**config.mk**
```make
export PLATFORM = sky130hd
export DESIGN_NAME = adc_channel_results
export DESIGN_NICKNAME = d
export VERILOG_FILES = /design/src/logic/conv_results_pkg.sv /design/src/logic/adc_channel_results.sv /design/src/logic/conv_sequencer.sv /design/src/logic/result_pair.sv
export SDC_FILE = /design/constraint.sdc
export NUM_CORES = 1
export LEC_CHECK = 0
export BUFFER_PORTS_ARGS = -buffer_cell sky130_fd_sc_hd__buf_4
export CAP_MARGIN = 20
export CORE_MARGIN = 8
export CORE_UTILIZATION = 56
export DETAILED_ROUTE_END_ITERATION = 6
export HOLD_SLACK_MARGIN = 0.15
export PLACE_DENSITY = 0.8
export SKIP_CTS_REPAIR_TIMING = 1
export SLEW_MARGIN = 5
export SYNTH_ARGS = -nofsm -noshare
export SYNTH_HDL_FRONTEND = slang
export SYNTH_SLANG_ARGS = --single-unit
export TNS_END_PERCENT = 20
```
**constraint.sdc**
```tcl
create_clock -name mclk -period 2.1 [get_ports mclk]
set_input_delay 0.42 -clock mclk [delete_from_list [all_inputs] [get_ports mclk]]
set_output_delay 0.42 -clock mclk [all_outputs]
set_load 0.005 [all_outputs]
```
**src/logic/conv_results_pkg.sv**
```systemverilog
// Shared constants and carriers for the converter channel and result registers
package conv_results_pkg;
    localparam logic [7:0] ADDR_ADC_CTRL    = 8'h15;
    localparam logic [7:0] ADDR_CH_DISABLE  = 8'h16;
    localparam logic [7:0] ADDR_IIN_HIGH    = 8'h17;
    localparam logic [7:0] ADDR_IIN_LOW     = 8'h18;
    localparam logic [7:0] ADDR_ICHG_HIGH   = 8'h19;
    localparam logic [7:0] ADDR_ICHG_LOW    = 8'h1A;
    localparam logic [7:0] RESET_ZERO       = 8'h00;
    localparam logic [7:0] CH_DISABLE_MASK  = 8'hFD;
    localparam logic [7:0] CTRL_WRITE_MASK  = 8'hF0;
    localparam logic [7:0] CTRL_RESET       = 8'h30;
    localparam int         CTRL_EN_BIT      = 7;
    localparam int         CTRL_RATE_BIT    = 6;
    localparam int         NUM_CH           = 8;
    localparam int         CH_TDIE          = 0;
    localparam int         CH_RESERVED      = 1;
    localparam int         CH_TS            = 2;
    localparam int         CH_VSYS          = 3;
    localparam int         CH_VBAT          = 4;
    localparam int         CH_VBUS          = 5;
    localparam int         CH_ICHG          = 6;
    localparam int         CH_IIN           = 7;
    localparam int         CONV_TIME_US     = 2;
    localparam int         CLK_MHZ          = 10;
    localparam int         CONV_CYCLES      = CONV_TIME_US * CLK_MHZ;

    typedef struct packed {
        logic       wr;
        logic [7:0] addr;
        logic [7:0] wdata;
    } reg_req_s;

    typedef struct packed {
        logic        done;
        logic [2:0]  ch;
        logic [15:0] value;
    } conv_result_s;
endpackage : conv_results_pkg

```
**src/logic/adc_channel_results.sv**
```systemverilog
// Channel disable register and current result registers of the monitoring converter
// Behaviour
// Set disable bit skips that channel's conversion; cleared bit lets it convert.
// Disable register bit 1 ignores writes and reads zero.
// Register reset zeroes all fields; watchdog expiry leaves them alone.
// Input current result is 16-bit two's complement, bit 15 sign.
// Input current high byte at 17h, bits 6..0 weigh 16384 to 256 mA.
// Input current low byte at 18h, one count is 1 mA.
// Input current positive into supply pin, negative out; nominal 0 to 4 A.
// Charge current high byte at 19h holds result bits 14..8, unsigned.
// Charge current high byte bit 7 always reads zero.
// Charge current low byte at 1Ah, one count is 1 mA.
// Nothing converts while master enable is clear, its default.
// Rate bit clear repeats conversions; set does one pass.
// Result pair updates only when its enabled channel completes conversion.
`timescale 1ns/1ps
`default_nettype none
module adc_channel_results #(
    parameter int CONV_CYCLES = conv_results_pkg::CONV_CYCLES
) (
    // Clock and resets
    input  wire logic                        mclk,
    input  wire logic                        srst,
    input  wire logic                        reg_reset,
    input  wire logic                        watchdog_expired,
    // Register port from the serial host interface
    input  wire conv_results_pkg::reg_req_s  req,
    input  wire logic                        req_valid,
    output logic [7:0]                       rdata_q,
    // Analogue side samples
    input  wire logic [15:0]                 input_current_sample,
    input  wire logic [15:0]                 charge_current_sample,
    output logic                             input_current_channel_off,
    output logic                             charge_current_channel_off,
    output logic                             input_voltage_channel_off,
    output logic                             battery_voltage_channel_off,
    output logic                             system_voltage_channel_off,
    output logic                             thermistor_channel_off,
    output logic                             die_temp_channel_off,
    output logic                             converting,
    output logic                             one_shot_done
);
    logic        clr;
    logic [7:0]  ch_disable_q;
    logic [7:0]  ctrl_q;
    logic [15:0] input_current_result;
    logic [15:0] charge_current_result;
    logic [15:0] sample_mux;
    logic [2:0]  cur_ch;
    conv_results_pkg::conv_result_s res;

    function automatic logic hit(input logic [7:0] a, input logic [7:0] off);
        hit = (a == off);
    endfunction : hit

    // Watchdog expiry is deliberately not part of the clear
    assign clr = srst || reg_reset;

    always_ff @(posedge mclk) begin
        if (clr) begin
            ch_disable_q <= conv_results_pkg::RESET_ZERO;
        end else if (req_valid && req.wr && hit(req.addr, conv_results_pkg::ADDR_CH_DISABLE)) begin
            ch_disable_q <= req.wdata & conv_results_pkg::CH_DISABLE_MASK;
        end
    end

    // Converter control: enable and rate; the enable also drops on watchdog expiry
    always_ff @(posedge mclk) begin
        if (clr) begin
            ctrl_q <= conv_results_pkg::CTRL_RESET;
        end else begin
            if (req_valid && req.wr && hit(req.addr, conv_results_pkg::ADDR_ADC_CTRL)) begin
                ctrl_q <= req.wdata & conv_results_pkg::CTRL_WRITE_MASK;
            end else if (one_shot_done && ctrl_q[conv_results_pkg::CTRL_RATE_BIT]) begin
                ctrl_q[conv_results_pkg::CTRL_EN_BIT] <= 1'b0;
            end
            if (watchdog_expired) begin
                ctrl_q[conv_results_pkg::CTRL_EN_BIT] <= 1'b0;
            end
        end
    end

    assign input_current_channel_off   = ch_disable_q[conv_results_pkg::CH_IIN];
    assign charge_current_channel_off  = ch_disable_q[conv_results_pkg::CH_ICHG];
    assign input_voltage_channel_off   = ch_disable_q[conv_results_pkg::CH_VBUS];
    assign battery_voltage_channel_off = ch_disable_q[conv_results_pkg::CH_VBAT];
    assign system_voltage_channel_off  = ch_disable_q[conv_results_pkg::CH_VSYS];
    assign thermistor_channel_off      = ch_disable_q[conv_results_pkg::CH_TS];
    assign die_temp_channel_off        = ch_disable_q[conv_results_pkg::CH_TDIE];
    assign converting                  = ctrl_q[conv_results_pkg::CTRL_EN_BIT];

    // Only the two current channels have samples wired here
    always_comb begin
        case (cur_ch)
            3'(conv_results_pkg::CH_IIN):  sample_mux = input_current_sample;
            3'(conv_results_pkg::CH_ICHG): sample_mux = charge_current_sample;
            default:                       sample_mux = '0;
        endcase
    end

    conv_sequencer #(
        .CONV_CYCLES (CONV_CYCLES)
    ) u_seq (
        .mclk          (mclk),
        .srst          (clr),
        .conv_enable   (converting),
        .one_shot      (ctrl_q[conv_results_pkg::CTRL_RATE_BIT]),
        .channel_off   (ch_disable_q | ~conv_results_pkg::CH_DISABLE_MASK),
        .one_shot_done (one_shot_done),
        .slot_ch       (cur_ch),
        .sample        (sample_mux),
        .result        (res)
    );

    // Sign kept in bit 15: positive into the supply pin, negative out of it
    result_pair #(
        .KEEP_MASK (16'hFFFF)
    ) u_iin (
        .mclk   (mclk),
        .srst   (clr),
        .load   (res.done && res.ch == 3'(conv_results_pkg::CH_IIN)),
        .value  (res.value),
        .held_q (input_current_result)
    );

    // Charge current is unsigned, so bit 15 is forced clear
    result_pair #(
        .KEEP_MASK (16'h7FFF)
    ) u_ichg (
        .mclk   (mclk),
        .srst   (clr),
        .load   (res.done && res.ch == 3'(conv_results_pkg::CH_ICHG)),
        .value  (res.value),
        .held_q (charge_current_result)
    );

    // Read data registered one cycle after the request
    always_ff @(posedge mclk) begin
        if (srst) begin
            rdata_q <= conv_results_pkg::RESET_ZERO;
        end else if (req_valid && !req.wr) begin
            case (req.addr)
                conv_results_pkg::ADDR_ADC_CTRL:   rdata_q <= ctrl_q;
                conv_results_pkg::ADDR_CH_DISABLE: begin
                    rdata_q <= ch_disable_q & conv_results_pkg::CH_DISABLE_MASK;
                end
                conv_results_pkg::ADDR_IIN_HIGH:   rdata_q <= input_current_result[15:8];
                conv_results_pkg::ADDR_IIN_LOW:    rdata_q <= input_current_result[7:0];
                conv_results_pkg::ADDR_ICHG_HIGH:  rdata_q <= {1'b0, charge_current_result[14:8]};
                conv_results_pkg::ADDR_ICHG_LOW:   rdata_q <= charge_current_result[7:0];
                default:                           rdata_q <= conv_results_pkg::RESET_ZERO;
            endcase
        end
    end

    chk_reserved_reads_zero: assert property (@(posedge mclk) disable iff (srst)
        !ch_disable_q[conv_results_pkg::CH_RESERVED]) else $error("reserved disable bit set");
    chk_ichg_no_sign: assert property (@(posedge mclk) disable iff (srst)
        req_valid && !req.wr && req.addr == conv_results_pkg::ADDR_ICHG_HIGH |=> !rdata_q[7])
        else $error("charge high byte bit 7 set");
    chk_iin_high_read: assert property (@(posedge mclk) disable iff (srst)
        req_valid && !req.wr && req.addr == conv_results_pkg::ADDR_IIN_HIGH
        |=> rdata_q == $past(input_current_result[15:8]))
        else $error("input current high byte wrong");
    chk_iin_low_read: assert property (@(posedge mclk) disable iff (srst)
        req_valid && !req.wr && req.addr == conv_results_pkg::ADDR_IIN_LOW
        |=> rdata_q == $past(input_current_result[7:0]))
        else $error("input current low byte wrong");
    chk_ichg_low_read: assert property (@(posedge mclk) disable iff (srst)
        req_valid && !req.wr && req.addr == conv_results_pkg::ADDR_ICHG_LOW
        |=> rdata_q == $past(charge_current_result[7:0]))
        else $error("charge low byte wrong");
    chk_reset_clears: assert property (@(posedge mclk)
        reg_reset |=> ch_disable_q == 8'h00 && input_current_result == 16'h0000 && charge_current_result == 16'h0000)
        else $error("register reset left a field set");
    chk_watchdog_keeps: assert property (@(posedge mclk) disable iff (clr)
        watchdog_expired && !(req_valid && req.wr) |=> $stable(ch_disable_q))
        else $error("watchdog altered disable register");
    chk_disabled_holds: assert property (@(posedge mclk) disable iff (clr)
        // A completion launched just before the disable write may still land, so look two cycles back
        ch_disable_q[conv_results_pkg::CH_IIN] && $past(ch_disable_q[conv_results_pkg::CH_IIN])
        && $past(ch_disable_q[conv_results_pkg::CH_IIN], 2)
        |-> $stable(input_current_result))
        else $error("disabled channel result changed");
    chk_off_no_update: assert property (@(posedge mclk) disable iff (clr)
        !converting |=> !res.done) else $error("result while converter off");
    chk_iin_sign_kept: assert property (@(posedge mclk) disable iff (clr)
        res.done && res.ch == 3'(conv_results_pkg::CH_IIN) |=> input_current_result == $past(res.value))
        else $error("input current value not taken whole");
endmodule : adc_channel_results
`default_nettype wire

```
**src/logic/conv_sequencer.sv**
```systemverilog
// Walks all channel slots and reports one completed conversion per enabled slot
`timescale 1ns/1ps
`default_nettype none
module conv_sequencer #(
    parameter int CONV_CYCLES = conv_results_pkg::CONV_CYCLES
) (
    // Clock and reset
    input  wire logic                          mclk,
    input  wire logic                          srst,
    // Control
    input  wire logic                          conv_enable,
    input  wire logic                          one_shot,
    input  wire logic [7:0]                    channel_off,
    output logic                               one_shot_done,
    output logic [2:0]                         slot_ch,
    // Analogue side sample
    input  wire logic [15:0]                   sample,
    output conv_results_pkg::conv_result_s     result
);
    typedef enum logic [1:0] {IDLE, CONVERT, DONE_PASS} seq_e;
    seq_e        state_q;
    logic [2:0]  ch_q;
    logic [15:0] tick_q;
    logic        slot_end;

    assign slot_end      = (tick_q == 16'(CONV_CYCLES - 1));
    assign one_shot_done = (state_q == DONE_PASS);
    assign slot_ch       = ch_q;

    always_ff @(posedge mclk) begin
        if (srst || !conv_enable) begin
            state_q <= IDLE;
            // Scan starts at the top slot so a one-shot pass covers every channel
            ch_q    <= 3'(conv_results_pkg::NUM_CH - 1);
            tick_q  <= '0;
        end else begin
            case (state_q)
                IDLE: begin
                    state_q <= CONVERT;
                end
                CONVERT: begin
                    tick_q <= slot_end ? '0 : tick_q + 16'h0001;
                    if (slot_end) begin
                        ch_q <= ch_q - 3'h1;
                        if (ch_q == 3'h0 && one_shot) begin
                            state_q <= DONE_PASS;
                        end
                    end
                end
                DONE_PASS: begin
                    state_q <= DONE_PASS;
                end
                default: begin
                    state_q <= IDLE;
                end
            endcase
        end
    end

    // Disabled or reserved slots pass without producing a result
    always_ff @(posedge mclk) begin
        if (srst) begin
            result <= '0;
        end else begin
            result.done  <= conv_enable && state_q == CONVERT && slot_end && !channel_off[ch_q];
            result.ch    <= ch_q;
            result.value <= sample;
        end
    end
endmodule : conv_sequencer
`default_nettype wire

```
**src/logic/result_pair.sv**
```systemverilog
// Holds one two-byte conversion result, updated only on its channel's completion
`timescale 1ns/1ps
`default_nettype none
module result_pair #(
    parameter logic [15:0] KEEP_MASK = 16'hFFFF
) (
    // Clock and reset
    input  wire logic        mclk,
    input  wire logic        srst,
    // Update
    input  wire logic        load,
    input  wire logic [15:0] value,
    // Held value
    output logic [15:0]      held_q
);
    always_ff @(posedge mclk) begin
        if (srst) begin
            held_q <= '0;
        end else if (load) begin
            held_q <= value & KEEP_MASK;
        end
    end
endmodule : result_pair
`default_nettype wire

```
==> impl_results.html, run 1 <==
<table>
<tr><th>Metric</th><th>Value</th></tr>
<tr><th colspan="2">STA</th></tr>
<tr><td>Skew final</td><td>0.01144 ns</td></tr>
<tr><td>Tcrit/Tclk final</td><td>between 80% and 90%</td></tr>
<tr><td>RSZ-0062 raised after global routing</td><td>no</td></tr>
<tr><td>Worst-case hold slack</td><td>approximately 0.21 ns</td></tr>
<tr><td>Final TNS setup</td><td>0 ns</td></tr>
<tr><td>Total setup violations reported at the end of the flow</td><td>0</td></tr>
<tr><td>Timing-limited maximum frequency</td><td>0.5333 GHz</td></tr>
<tr><td>Worst slew pin tran</td><td>0.6212 ns</td></tr>
<tr><td>Minimum clock period after layout</td><td>1.875 ns</td></tr>
<tr><td>Least setup slack across all paths after layout</td><td>0.2250 ns</td></tr>
<tr><td>Number of endpoints with negative hold slack in the final report</td><td>0</td></tr>
<tr><td>Tightest slew margin relative to the limit</td><td>between 50% and 60%</td></tr>
<tr><td>Final number of max-transition violations</td><td>0</td></tr>
<tr><th colspan="2">Clock network</th></tr>
<tr><td>CTS H-tree lvls</td><td>3</td></tr>
<tr><td>Clock tree buffer depth</td><td>2</td></tr>
<tr><td>Clock buffers created by TritonCTS</td><td>9</td></tr>
<tr><td>Clock transition at the register clock pins on the worst setup and hold paths after CTS</td><td>~0.090 ns</td></tr>
<tr><td>TritonCTS clock tree</td><td>yes</td></tr>
<tr><td>Sinks on the clock net</td><td>between 90 and 100</td></tr>
<tr><td>Insertion delay of the later-clocked pin in the worst-skew pair</td><td>0.35 ns</td></tr>
<tr><td>Clock tree root buffer cell</td><td>clkbuf_8</td></tr>
<tr><th colspan="2">Setup path</th></tr>
<tr><td>Largest stage delay, worst path</td><td>0.41 ns</td></tr>
<tr><td>Crit Reg-Reg Startpoint</td><td>u_seq.state_q[1]</td></tr>
<tr><td>Largest driver fanout on the critical path</td><td>11</td></tr>
<tr><td>Count of cells along the worst register-to-register path</td><td>6</td></tr>
<tr><td>Internal reg-to-reg setup slack</td><td>0.22 ns</td></tr>
<tr><td>Type of element capturing the critical path</td><td>flop</td></tr>
<tr><td>Type of the worst setup path</td><td>flop to flop</td></tr>
<tr><td>Endpoint of the worst-slack reg-to-reg timing path</td><td>u_seq.tick_q[15]</td></tr>
<tr><td>Arrival time of the worst setup path</td><td>roughly 2.2 ns</td></tr>
<tr><td>Required time worst endpoint</td><td>2.39 ns</td></tr>
<tr><td>CP startpoint kind</td><td>flop</td></tr>
<tr><td>CP Cell Sequence</td><td>inv_1 -&gt; ha_1 -&gt; and3_1 -&gt; nand3_1 -&gt; or4_1 -&gt; a21oi_1</td></tr>
<tr><td>Critical path's slowest cell</td><td>or4_1</td></tr>
<tr><th colspan="2">Synthesis</th></tr>
<tr><td>Sequential share of the synthesized area</td><td>44.97%</td></tr>
<tr><td>Post-synthesis cell count</td><td>460</td></tr>
<tr><td>Count of flip-flops with a built-in enable after synthesis</td><td>0</td></tr>
<tr><td>Yosys warnings</td><td>0</td></tr>
<tr><td>Share of synthesized registers carrying an async set or reset</td><td>0%</td></tr>
<tr><td>Cell variety after synth</td><td>52</td></tr>
<tr><td>Syn Area/Cell</td><td>approximately 9 um2</td></tr>
<tr><td>Netlist area before placement</td><td>4051 um2</td></tr>
<tr><td>Synthesized netlist net count</td><td>522</td></tr>
<tr><td>Most common flop cell mapped by yosys</td><td>dfxtp_1</td></tr>
<tr><td>Synthesized flop and latch total</td><td>a little over 90</td></tr>
<tr><th colspan="2">Worst hold path</th></tr>
<tr><td>Hold Startpoint</td><td>watchdog_expired</td></tr>
<tr><td>Worst-case hold path end point</td><td>ctrl_q[7]</td></tr>
<tr><td>Number of instances on the worst hold path</td><td>2</td></tr>
<tr><td>Path type of the worst min-delay path</td><td>input port to flop</td></tr>
<tr><th colspan="2">GRT</th></tr>
<tr><td>Maximum number of pins on one net before global-route repair</td><td>50</td></tr>
<tr><td>Number of antenna violations at the first check in global routing</td><td>0</td></tr>
<tr><td>All-layer global routing usage</td><td>19.17%</td></tr>
<tr><td>Overflow left after global routing</td><td>0</td></tr>
<tr><td>Via count of the first global-routing pass</td><td>3336</td></tr>
<tr><td>Global-route wire length before repair</td><td>15750 um</td></tr>
<tr><th colspan="2">Detailed routing</th></tr>
<tr><td>Vias after detailed routing</td><td>3492</td></tr>
<tr><td>Avg Vias per Cell</td><td>5.543</td></tr>
<tr><td>Number of detailed-routing iterations run before antenna repair</td><td>5</td></tr>
<tr><td>Drt initial violations</td><td>211</td></tr>
<tr><td>Sum of routed wire length over all layers</td><td>9553 um</td></tr>
<tr><td>Count of nets left with antenna violations after detail routing</td><td>0</td></tr>
<tr><td>Post-DR wirelength/cell</td><td>15.16 um</td></tr>
<tr><td># DRC</td><td>0</td></tr>
<tr><th colspan="2">Floorplan</th></tr>
<tr><td>Initial Utilization</td><td>56.77%</td></tr>
<tr><td>Floorplan core area</td><td>around 7100 um2</td></tr>
<tr><td>Die Y-Extent</td><td>slightly above 100 um</td></tr>
<tr><td>Die footprint</td><td>10210 um2</td></tr>
<tr><td>FP Rows</td><td>31</td></tr>
<tr><td>Chip Width</td><td>101.1 um</td></tr>
<tr><td># IOs</td><td>71</td></tr>
<tr><th colspan="2">Final layout</th></tr>
<tr><td>Number of fillers in the final layout</td><td>about 620</td></tr>
<tr><td>Nets@finish</td><td>about 590</td></tr>
<tr><td>Core Util, Final</td><td>68.02%</td></tr>
<tr><td>Synth-to-layout area growth</td><td>19.83%</td></tr>
<tr><td>Fraction of final layout cells with drive strength greater than 1</td><td>between 20 and 25%</td></tr>
<tr><td>Total inserted antenna cells</td><td>0</td></tr>
<tr><th colspan="2">Placement</th></tr>
<tr><td>Dpl ws</td><td>approximately 0.063 ns</td></tr>
<tr><td>DPL Wire Length</td><td>around 6900 um</td></tr>
<tr><td>Weighted congestion reported at the end of routability-driven placement</td><td>0.8552</td></tr>
<tr><td>Quantity of I/O buffers inserted on ports</td><td>69</td></tr>
<tr><th colspan="2">Power</th></tr>
<tr><td>Combinational Power Share</td><td>6.4%</td></tr>
<tr><td>Clock share of power</td><td>35.3%</td></tr>
<tr><td>Net Sw Frac</td><td>22.27%</td></tr>
<tr><td>Internal power</td><td>2.337 mW</td></tr>
<tr><td>PwrDens</td><td>619.2 nW/um2</td></tr>
<tr><td>Leakage Power</td><td>1.777 nW</td></tr>
<tr><td>Highest ir drop seen on vdd</td><td>about 450 uV</td></tr>
<tr><td>Net switching power of the design</td><td>0.6696 mW</td></tr>
<tr><td>Sequential share of power</td><td>58.3%</td></tr>
<tr><th colspan="2">Job</th></tr>
<tr><td>Number of maximum-capacitance violations</td><td>0</td></tr>
<tr><th colspan="2">Run status</th></tr>
<tr><td>Outcome</td><td>completed</td></tr>
</table>
[final cells by class]
type                       count  area (um2)  area share, %
multi-input combinational    334        2083          42.91
sequential                    91        1822          37.53
timing repair buffer          82       615.6          12.68
clock buffer                  12       155.1          3.196
tap                           99       123.9          2.552
inverter                       8       30.03         0.6186
clock inverter                 4       25.02         0.5155
[cells by family after synthesis]
logic type	after synthesis	synth area share [%]
fa+ha+maj	8	2.471
flops	91	44.97
simple gates	196	23.84
compound gates	93	15.78
mux	23	6.300
xor+xnor	14	3.027
buf+inv	35	3.613
[metrics by stage]
| stage | std cells | area, um2 | total power, mW |
|---|---|---|---|
| 2_1_floorplan | 460 | 4051 | 1.878 |
| 5_1_grt | 630 | 4855 | 3.125 |
| 3_5_place_dp | 612 | 4659 | 1.986 |
| 4_1_cts | 628 | 4840 | 3.025 |
| 3_3_place_gp | 612 | 4659 | 1.982 |
| 6_report | 630 | 4855 | 3.006 |
[flip-flops by register name, indices dropped and copies added (netlist names)]
| name | flops |
|---|---|
| u_seq.tick_q | 16 |
| ctrl_q | 4 |
| u_seq.result | 20 |
| u_ichg.held_q | 15 |
| rdata_q | 8 |
| ch_disable_q | 7 |
| u_seq.state_q | 2 |
| u_seq.slot_ch | 3 |
| u_iin.held_q | 16 |
[metal layers]
layer  GRT usage [%]  up-vias  routed length [um]
met5               0        -                   0
met4           8.591        0                 181
met3           4.696       13                 734
met2           29.30      127                4136
met1           24.81     1602                4501
li1                -     1750                   -
[power by group through the flow]
stage	clock [mW]	combinational [mW]	sequential, mW
floorplan	0	0.0873	1.79
global placement	0	0.189	1.79
detailed placement	0	0.193	1.79
CTS	1.08	0.194	1.75
global route	1.16	0.211	1.76
finish	1.06	0.193	1.75
[synth_stat cells, types with 4 or more instances]
library cell	instances	area [um2]
mux2i_1	12	120.1
nand3_1	9	45.04
xor2_1	7	61.31
a21oi_1	36	180.2
nor4_1	4	25.02
nor2_1	43	161.4
mux2_2	10	112.6
a22oi_1	22	165.2
inv_1	8	30.03
dfxtp_1	91	1822
nor2b_1	5	31.28
nand2_1	82	307.8
nand4_1	11	68.82
clkbuf_1	19	71.32
o211ai_1	4	30.03
nand2b_1	4	25.02
ha_1	8	100.1
a22o_1	4	35.03
buf_2	6	30.03
xnor2_1	7	61.31
nor3_1	4	20.02
o21ai_0	6	30.03
a32o_1	5	50.05
a211oi_1	4	30.03
nor2_2	7	43.79
[critical path, delay by kind of cell (launching register included)]
family	cells	cell delay, ns
flip-flops	1	0.33
AND/OR/NAND/NOR	3	0.89
AO/OA/AOI/OAI	1	0.14
buffers and inverters	1	0.07
adder cells (fa/ha/maj)	1	0.37
[cell usage in the layout, fill, tap and decap left out, types with 7 or more instances in the layout]
cell type	count
dfxtp_1	91
inv_1	8
nor2_1	43
a22oi_1	22
xor2_1	7
mux2i_1	12
nor2_2	7
nand4_1	11
ha_1	8
clkbuf_8	11
mux2_2	10
buf_4	82
a21oi_1	36
xnor2_1	7
nand3_1	9
nand2_1	82
[worst max-delay path by stage]
stage / end / start / slack (ns) / cells after the start
finish: u_seq.tick_q[15] / u_seq.state_q[1] / 0.22 / 6
global route: u_seq.tick_q[15] / u_seq.state_q[1] / 0.09 / 6
CTS: u_seq.tick_q[4] / u_seq.state_q[1] / 0.20 / 7
detailed placement: ch_disable_q[3] / req[15] / 0.06 / 6
global placement: ch_disable_q[3] / req[15] / 0.09 / 6
floorplan: ch_disable_q[7] / req[15] / 0.28 / 5
(Power assumes the default switching activity.)
==> run 2, diff against run 1 <==
--- a/config.mk
+++ b/config.mk
@@ -12,6 +12,7 @@
 export DETAILED_ROUTE_END_ITERATION = 6
 export HOLD_SLACK_MARGIN = 0.15
 export PLACE_DENSITY = 0.8
+export REMOVE_ABC_BUFFERS = 1
 export SKIP_CTS_REPAIR_TIMING = 1
 export SLEW_MARGIN = 5
 export SYNTH_ARGS = -nofsm -noshare
==> impl_results.html, run 2 (same netlist as run 1, synthesis figures left out) <==
<table>
<tr><th>Metric</th><th>Value</th></tr>
<tr><th colspan="2">Run status</th></tr>
<tr><td>Outcome</td><td>completed</td></tr>
<tr><th colspan="2">Placement</th></tr>
<tr><td>Post-Place Cells</td><td>610 (-0.33%)</td></tr>
<tr><td>Quantity of I/O buffers inserted on ports</td><td>69 (unchanged)</td></tr>
<tr><td>DPL Wire Length</td><td>6926 um (+1.1%)</td></tr>
<tr><td>Weighted congestion reported at the end of routability-driven placement</td><td>0.8894 (+4.0%)</td></tr>
<tr><td>Dpl ws</td><td>0.007209 ns (-0.05546 ns)</td></tr>
<tr><td>Post-place instance area</td><td>4644 um2 (-0.32%)</td></tr>
<tr><th colspan="2">Setup path</th></tr>
<tr><td>Count of cells along the worst register-to-register path</td><td>6 (unchanged)</td></tr>
<tr><td>CP Cell Sequence</td><td>inv_1 -&gt; ha_1 -&gt; and3_1 -&gt; nand3_1 -&gt; or4_1 -&gt; a21oi_1</td></tr>
<tr><td>Critical path's slowest cell</td><td>or4_1</td></tr>
<tr><td>Arrival time of the worst setup path</td><td>2.17 ns (about the same)</td></tr>
<tr><td>Total number of cells along the worst setup path</td><td>6 (unchanged)</td></tr>
<tr><td>Number of buffers and inverters on the critical path</td><td>1 (unchanged)</td></tr>
<tr><td>CP startpoint kind</td><td>flop</td></tr>
<tr><td>Endpoint of the worst-slack reg-to-reg timing path</td><td>u_seq.tick_q[15]</td></tr>
<tr><td>Type of the worst setup path</td><td>flop to flop</td></tr>
<tr><td>Required time worst endpoint</td><td>2.39 ns (about the same)</td></tr>
<tr><td>Largest stage delay, worst path</td><td>0.40 ns (about the same)</td></tr>
<tr><td>Crit Reg-Reg Startpoint</td><td>u_seq.state_q[1]</td></tr>
<tr><td>Internal reg-to-reg setup slack</td><td>0.22 ns (about the same)</td></tr>
<tr><td>Cell class contributing the biggest share of worst-path delay</td><td>simple AND/OR/NAND/NOR gates</td></tr>
<tr><td>Largest driver fanout on the critical path</td><td>11 (unchanged)</td></tr>
<tr><td>Type of element capturing the critical path</td><td>flop</td></tr>
<tr><th colspan="2">Floorplan</th></tr>
<tr><td>FP Rows</td><td>31 (unchanged)</td></tr>
<tr><td># IOs</td><td>71 (unchanged)</td></tr>
<tr><td>Initial Utilization</td><td>56.77% (unchanged)</td></tr>
<tr><td>Die Y-Extent</td><td>101.1 um (unchanged)</td></tr>
<tr><td>Chip Width</td><td>101.1 um (unchanged)</td></tr>
<tr><td>Floorplan core area</td><td>7137 um2 (unchanged)</td></tr>
<tr><td>Die footprint</td><td>10210 um2 (unchanged)</td></tr>
<tr><th colspan="2">Worst hold path</th></tr>
<tr><td>Path type of the worst min-delay path</td><td>input port to flop</td></tr>
<tr><td>Hold Startpoint</td><td>watchdog_expired</td></tr>
<tr><td>Worst-case hold path end point</td><td>ctrl_q[7]</td></tr>
<tr><td>Number of instances on the worst hold path</td><td>2 (unchanged)</td></tr>
<tr><th colspan="2">Detailed routing</th></tr>
<tr><td>Drt initial violations</td><td>203 (-3.8%)</td></tr>
<tr><td># DRC</td><td>0 (unchanged)</td></tr>
<tr><td>Count of nets left with antenna violations after detail routing</td><td>0 (unchanged)</td></tr>
<tr><td>Number of detailed-routing iterations run before antenna repair</td><td>5 (unchanged)</td></tr>
<tr><td>Sum of routed wire length over all layers</td><td>9807 um (+2.7%)</td></tr>
<tr><td>Post-DR wirelength/cell</td><td>15.59 um (+2.8%)</td></tr>
<tr><td>Vias after detailed routing</td><td>3500 (+0.23%)</td></tr>
<tr><td>Avg Vias per Cell</td><td>5.564 (+0.39%)</td></tr>
<tr><th colspan="2">Final layout</th></tr>
<tr><td>Synth-to-layout area growth</td><td>20.41%</td></tr>
<tr><td>Max reg flops</td><td>20 (unchanged)</td></tr>
<tr><td>Largest registers</td><td>u_seq.result: 20 flops, u_iin.held_q: 16 flops, u_seq.tick_q: 16 flops</td></tr>
<tr><td>Nets@finish</td><td>587 (-0.17%)</td></tr>
<tr><td>Commonest non-fill, non-tap cells in the layout</td><td>91 x dfxtp_1, 82 x nand2_1, 80 x buf_4, 43 x nor2_1, 36 x a21oi_1</td></tr>
<tr><td>Final cell area excluding filler cells</td><td>4878 um2 (+0.49%)</td></tr>
<tr><td>Fraction of final layout cells with drive strength greater than 1</td><td>22.83% (+0.043 points)</td></tr>
<tr><td>Most common cell after layout, fill and taps aside</td><td>dfxtp_1</td></tr>
<tr><td>Filler-free cell count of the finished design</td><td>629 (-0.16%)</td></tr>
<tr><td>Core Util, Final</td><td>68.36% (+0.33 points)</td></tr>
<tr><td>Number of fillers in the final layout</td><td>628 (+1.8%)</td></tr>
<tr><td>Total inserted antenna cells</td><td>0 (unchanged)</td></tr>
<tr><td>Register ranked first by flip-flop count</td><td>u_seq.result</td></tr>
<tr><th colspan="2">Power</th></tr>
<tr><td>Leakage Power</td><td>1.782 nW (+0.24%)</td></tr>
<tr><td>Highest ir drop seen on vdd</td><td>416.7 uV (-7.9%)</td></tr>
<tr><td>Net switching power of the design</td><td>0.7413 mW (+11%)</td></tr>
<tr><td>Sequential share of power</td><td>55.7% (-2.6 points)</td></tr>
<tr><td>Net Sw Frac</td><td>23.57% (+1.3 points)</td></tr>
<tr><td>Overall Power</td><td>3.145 mW (+4.6%)</td></tr>
<tr><td>PwrDens</td><td>644.6 nW/um2 (+4.1%)</td></tr>
<tr><td>Combinational Power Share</td><td>6.2% (-0.2 points)</td></tr>
<tr><td>Internal power</td><td>2.403 mW (+2.9%)</td></tr>
<tr><td>Clock share of power</td><td>38.0% (+2.7 points)</td></tr>
<tr><th colspan="2">STA</th></tr>
<tr><td>Worst slew pin tran</td><td>0.6408 ns (+0.01961 ns)</td></tr>
<tr><td>Timing-limited maximum frequency</td><td>0.5314 GHz (-0.36%)</td></tr>
<tr><td>Tightest slew margin relative to the limit</td><td>57.28% (-1.3 points)</td></tr>
<tr><td>Tcrit/Tclk final</td><td>89.61% (+0.32 points)</td></tr>
<tr><td>Total setup violations reported at the end of the flow</td><td>0 (unchanged)</td></tr>
<tr><td>Skew final</td><td>0.01190 ns (+0.0004637 ns)</td></tr>
<tr><td>RSZ-0062 raised after global routing</td><td>no</td></tr>
<tr><td>Final number of max-transition violations</td><td>0 (unchanged)</td></tr>
<tr><td>Worst-case hold slack</td><td>0.2082 ns (-0.005783 ns)</td></tr>
<tr><td>Minimum clock period after layout</td><td>1.882 ns (+0.006760 ns)</td></tr>
<tr><td>Final TNS setup</td><td>0 ns (unchanged)</td></tr>
<tr><td>Number of endpoints with negative hold slack in the final report</td><td>0 (unchanged)</td></tr>
<tr><td>Least setup slack across all paths after layout</td><td>0.2182 ns (-0.006760 ns)</td></tr>
<tr><th colspan="2">GRT</th></tr>
<tr><td>Via count of the first global-routing pass</td><td>3423 (+2.6%)</td></tr>
<tr><td>Number of antenna violations at the first check in global routing</td><td>0 (unchanged)</td></tr>
<tr><td>Maximum number of pins on one net before global-route repair</td><td>59 (+18%)</td></tr>
<tr><td>All-layer global routing usage</td><td>19.50% (+0.33 points)</td></tr>
<tr><td>Global-route wire length before repair</td><td>16040 um (+1.8%)</td></tr>
<tr><td>Overflow left after global routing</td><td>0 (unchanged)</td></tr>
<tr><th colspan="2">Clock network</th></tr>
<tr><td>CTS H-tree lvls</td><td>3 (unchanged)</td></tr>
<tr><td>Clock tree buffer depth</td><td>2 (unchanged)</td></tr>
<tr><td>TritonCTS clock tree</td><td>yes</td></tr>
<tr><td>Sinks on the clock net</td><td>91 (unchanged)</td></tr>
<tr><td>Clock tree root buffer cell</td><td>clkbuf_8</td></tr>
<tr><td>Clock transition at the register clock pins on the worst setup and hold paths after CTS</td><td>0.10 ns (about the same)</td></tr>
<tr><td>Insertion delay of the later-clocked pin in the worst-skew pair</td><td>0.36 ns (about the same)</td></tr>
<tr><td>Clock buffers created by TritonCTS</td><td>9 (unchanged)</td></tr>
<tr><th colspan="2">Job</th></tr>
<tr><td>Number of maximum-capacitance violations</td><td>0 (unchanged)</td></tr>
</table>
run 2: changes by cell type in the layout (fill, tap and decap cells not counted):
cell	before	now
inv_6	0	2
clkinv_2	2	1
bufinv_16	0	1
clkinvlp_4	2	3
clkbuf_1	1	0
buf_12	0	1
clkbuf_8	11	9
buf_4	82	80
run 2: worst max-delay path by stage:
| stage | slack [ns] | from | to |
|---|---|---|---|
| 2_1_floorplan | 0.11 | req[15] | ch_disable_q[0] |
| 3_3_place_gp | 0.06 | req[15] | ch_disable_q[6] |
| 3_5_place_dp | 0.007 | req[15] | ch_disable_q[2] |
| 4_1_cts | 0.15 | u_seq.state_q[1] | u_seq.tick_q[1] |
| 5_1_grt | 0.03 | u_seq.state_q[1] | u_seq.tick_q[13] |
| 6_report | 0.22 | u_seq.state_q[1] | u_seq.tick_q[15] |
run 2: final cells by class:
type	instances	area (um2)	share of cell area, %
Inverter	8	30.03	0.6155
Clock buffer	9	123.9	2.539
Sequential cell	91	1822	37.34
Tap cell	99	123.9	2.539
Multi-Input combinational cell	334	2083	42.70
Clock inverter	7	75.07	1.539
Timing Repair Buffer	81	620.6	12.72
run 2: layer usage:
metal / wire length [um] / track usage, % / vias up
met4: 228 / 9.966 / 0
met5: 0 / 0 / -
met2: 4613 / 31.43 / 113
met3: 561 / 3.729 / 15
li1: - / - / 1742
met1: 4404 / 24.12 / 1630
run 2: power groups by stage:
stage               Sequential, mW  Combinational (mW)  Clock [mW]
finish                        1.75               0.196        1.20
global route                  1.76               0.213        1.27
CTS                           1.75               0.191        1.21
detailed placement            1.79               0.191           0
global placement              1.79               0.187           0
floorplan                     1.79              0.0720           0
run 2: worst reg2reg max path: stages, from the launching register on:
cell and delay (ns):
dfxtp_1 0.33, inv_1 0.08, ha_1 0.37, and3_1 0.36
nand3_1 0.12, or4_1 0.40, a21oi_1 0.16
==> run 3, diff against run 2 <==
--- a/config.mk
+++ b/config.mk
@@ -7,7 +7,7 @@
 export LEC_CHECK = 0
 export BUFFER_PORTS_ARGS = -buffer_cell sky130_fd_sc_hd__buf_4
 export CAP_MARGIN = 20
-export CORE_MARGIN = 8
+export CORE_MARGIN = 2
 export CORE_UTILIZATION = 56
 export DETAILED_ROUTE_END_ITERATION = 6
 export HOLD_SLACK_MARGIN = 0.15
==> impl_results.html, run 3 (same netlist as run 1, synthesis figures left out) <==
<table>
<tr><th>Metric</th><th>Value</th></tr>
<tr><th colspan="2">Run status</th></tr>
<tr><td>Outcome</td><td>completed</td></tr>
<tr><th colspan="2">Placement</th></tr>
<tr><td>DPL Wire Length</td><td>6535 um (-5.7%)</td></tr>
<tr><td>Post-place instance area</td><td>4659 um2 (+0.32%)</td></tr>
<tr><td>Weighted congestion reported at the end of routability-driven placement</td><td>0.8788 (-1.2%)</td></tr>
<tr><td>Quantity of I/O buffers inserted on ports</td><td>69 (unchanged)</td></tr>
<tr><td>Dpl ws</td><td>0.04637 ns (+0.03916 ns)</td></tr>
<tr><th colspan="2">Final layout</th></tr>
<tr><td>Core Util, Final</td><td>67.97% (-0.39 points)</td></tr>
<tr><td>Final cell area excluding filler cells</td><td>4851 um2 (-0.56%)</td></tr>
<tr><td>Largest registers</td><td>u_seq.result: 20 flops, u_iin.held_q: 16 flops, u_seq.tick_q: 16 flops</td></tr>
<tr><td>Fraction of final layout cells with drive strength greater than 1</td><td>22.50% (-0.33 points)</td></tr>
<tr><td>Area used by multi-input combinational logic</td><td>2083 um2 (unchanged)</td></tr>
<tr><td>Nets@finish</td><td>586 (-0.17%)</td></tr>
<tr><td>Register ranked first by flip-flop count</td><td>u_seq.result</td></tr>
<tr><td>Footprint of the flip-flops and latches</td><td>1822 um2 (unchanged)</td></tr>
<tr><td>Max reg flops</td><td>20 (unchanged)</td></tr>
<tr><td>Total inserted antenna cells</td><td>0 (unchanged)</td></tr>
<tr><td>Most common cell after layout, fill and taps aside</td><td>dfxtp_1</td></tr>
<tr><td>Number of fillers in the final layout</td><td>628 (unchanged)</td></tr>
<tr><td>Synth-to-layout area growth</td><td>19.73%</td></tr>
<tr><td>Commonest non-fill, non-tap cells in the layout</td><td>91 x dfxtp_1, 82 x nand2_1, 80 x buf_4, 43 x nor2_1, 36 x a21oi_1</td></tr>
<tr><th colspan="2">Power</th></tr>
<tr><td>Highest ir drop seen on vdd</td><td>319.1 uV (-23%)</td></tr>
<tr><td>PwrDens</td><td>639.2 nW/um2 (-0.84%)</td></tr>
<tr><td>Leakage Power</td><td>1.773 nW (-0.47%)</td></tr>
<tr><th colspan="2">Clock network</th></tr>
<tr><td>Clock transition at the register clock pins on the worst setup and hold paths after CTS</td><td>0.09 ns (about the same)</td></tr>
<tr><td>Clock buffers created by TritonCTS</td><td>9 (unchanged)</td></tr>
<tr><td>Insertion delay of the later-clocked pin in the worst-skew pair</td><td>0.35 ns (about the same)</td></tr>
<tr><td>Clock tree buffer depth</td><td>2 (unchanged)</td></tr>
<tr><td>CTS H-tree lvls</td><td>3 (unchanged)</td></tr>
<tr><td>Sinks on the clock net</td><td>91 (unchanged)</td></tr>
<tr><td>TritonCTS clock tree</td><td>yes</td></tr>
<tr><td>Clock tree root buffer cell</td><td>clkbuf_8</td></tr>
<tr><th colspan="2">Floorplan</th></tr>
<tr><td>Initial Utilization</td><td>56.77% (unchanged)</td></tr>
<tr><td>FP Rows</td><td>31 (unchanged)</td></tr>
<tr><td>Floorplan core area</td><td>7137 um2 (unchanged)</td></tr>
<tr><td>Die Y-Extent</td><td>89.06 um (-12%)</td></tr>
<tr><td>Chip Width</td><td>89.06 um (-12%)</td></tr>
<tr><td>Die footprint</td><td>7931 um2 (-22%)</td></tr>
<tr><td># IOs</td><td>71 (unchanged)</td></tr>
<tr><th colspan="2">STA</th></tr>
<tr><td>Total setup violations reported at the end of the flow</td><td>0 (unchanged)</td></tr>
<tr><td>Minimum clock period after layout</td><td>1.932 ns (+0.05020 ns)</td></tr>
<tr><td>Number of endpoints with negative hold slack in the final report</td><td>0 (unchanged)</td></tr>
<tr><td>Worst-case hold slack</td><td>0.2122 ns (+0.003997 ns)</td></tr>
<tr><td>Skew final</td><td>0.01401 ns (+0.002109 ns)</td></tr>
<tr><td>Least setup slack across all paths after layout</td><td>0.1680 ns (-0.05020 ns)</td></tr>
<tr><td>Final number of max-transition violations</td><td>0 (unchanged)</td></tr>
<tr><td>RSZ-0062 raised after global routing</td><td>no</td></tr>
<tr><td>Tcrit/Tclk final</td><td>92.00% (+2.4 points)</td></tr>
<tr><td>Worst slew pin tran</td><td>0.6746 ns (+0.03381 ns)</td></tr>
<tr><td>Tightest slew margin relative to the limit</td><td>55.03% (-2.3 points)</td></tr>
<tr><td>Final TNS setup</td><td>0 ns (unchanged)</td></tr>
<tr><td>Timing-limited maximum frequency</td><td>0.5176 GHz (-2.6%)</td></tr>
<tr><th colspan="2">Job</th></tr>
<tr><td>Number of maximum-capacitance violations</td><td>0 (unchanged)</td></tr>
<tr><th colspan="2">Setup path</th></tr>
<tr><td>Largest driver fanout on the critical path</td><td>16 (+5)</td></tr>
<tr><td>Cell class contributing the biggest share of worst-path delay</td><td>simple AND/OR/NAND/NOR gates</td></tr>
<tr><td>Largest stage delay, worst path</td><td>0.38 ns (-0.02 ns)</td></tr>
<tr><td>CP startpoint kind</td><td>flop</td></tr>
<tr><td>CP Cell Sequence</td><td>inv_1 -&gt; ha_1 -&gt; nor4b_1 -&gt; nand4_1 -&gt; nand2_1 -&gt; buf_4 -&gt; nor2_1</td></tr>
<tr><td>Critical path's slowest cell</td><td>ha_1</td></tr>
<tr><td>Required time worst endpoint</td><td>2.34 ns (-0.05 ns)</td></tr>
<tr><td>Number of buffers and inverters on the critical path</td><td>2 (+1)</td></tr>
<tr><td>Arrival time of the worst setup path</td><td>2.17 ns (about the same)</td></tr>
<tr><td>Type of the worst setup path</td><td>flop to flop</td></tr>
<tr><td>Type of element capturing the critical path</td><td>flop</td></tr>
<tr><th colspan="2">GRT</th></tr>
<tr><td>Global-route wire length before repair</td><td>14920 um (-7.0%)</td></tr>
<tr><td>Met3 track demand over resource</td><td>4.247% (+0.52 points)</td></tr>
<tr><td>Maximum number of pins on one net before global-route repair</td><td>51 (-14%)</td></tr>
<tr><td>Overflow left after global routing</td><td>0 (unchanged)</td></tr>
<tr><td>Via count of the first global-routing pass</td><td>3169 (-7.4%)</td></tr>
<tr><td>Number of antenna violations at the first check in global routing</td><td>0 (unchanged)</td></tr>
<tr><td>Fraction of met2 tracks used by global routing</td><td>38.20% (+6.8 points)</td></tr>
<tr><td>Met1 usage in global routing</td><td>33.68% (+9.6 points)</td></tr>
<tr><td>All-layer global routing usage</td><td>24.36% (+4.9 points)</td></tr>
<tr><td>GRT busiest layer</td><td>met2</td></tr>
<tr><th colspan="2">Detailed routing</th></tr>
<tr><td>Drt initial violations</td><td>227 (+12%)</td></tr>
<tr><td>Vias after detailed routing</td><td>3537 (+1.1%)</td></tr>
<tr><td>Avg Vias per Cell</td><td>5.632 (+1.2%)</td></tr>
<tr><td>Count of nets left with antenna violations after detail routing</td><td>0 (unchanged)</td></tr>
<tr><td># DRC</td><td>0 (unchanged)</td></tr>
<tr><td>Post-DR wirelength/cell</td><td>15.03 um (-3.6%)</td></tr>
<tr><td>Sum of routed wire length over all layers</td><td>9440 um (-3.7%)</td></tr>
<tr><td>Number of detailed-routing iterations run before antenna repair</td><td>5 (unchanged)</td></tr>
<tr><th colspan="2">Worst hold path</th></tr>
<tr><td>Path type of the worst min-delay path</td><td>input port to flop</td></tr>
</table>
[run 3: path summary, 6_finish.rpt]
| kind | end | start | depth (start not counted) | slack, ns |
|---|---|---|---|---|
| min | ctrl_q[7] | watchdog_expired | 2 | 0.21 |
| max | u_seq.tick_q[1] | u_seq.state_q[1] | 7 | 0.17 |
| min reg2reg | u_iin.held_q[15] | u_seq.result[15] | 2 | 0.45 |
| max reg2reg | u_seq.tick_q[1] | u_seq.state_q[1] | 7 | 0.17 |
[run 3: cell type report]
cell class | instances | area share (%)
tap | 99 | 2.554
timing repair buffer | 80 | 12.38
multi-input combinational | 334 | 42.95
sequential | 91 | 37.55
inverter | 8 | 0.6190
clock buffer | 10 | 2.631
clock inverter | 6 | 1.315
[run 3: stage by stage]
step                instances  power (mW)
finish                    628       3.101
floorplan                 433       1.863
CTS                       628       3.117
global placement          612       1.982
detailed placement        612       1.987
global route              628       3.209
[run 3: per-layer routing]
layer	share of wire (%)	up-vias
met5	0	-
met4	2.1	0
met3	6.2	18
met2	46	145
met1	46	1635
li1	-	1739
[run 3: worst reg2reg max path, stage by stage, from the launching register on]
cell	delay, ns
dfxtp_1	0.34
inv_1	0.08
ha_1	0.38
nor4b_1	0.27
nand4_1	0.30
nand2_1	0.16
buf_4	0.22
nor2_1	0.07
[run 3: report_power, final]
| group | internal, mW | switching (mW) |
|---|---|---|
| sequential | 1.74 | 0.0100 |
| clock | 0.551 | 0.602 |
| combinational | 0.103 | 0.0922 |
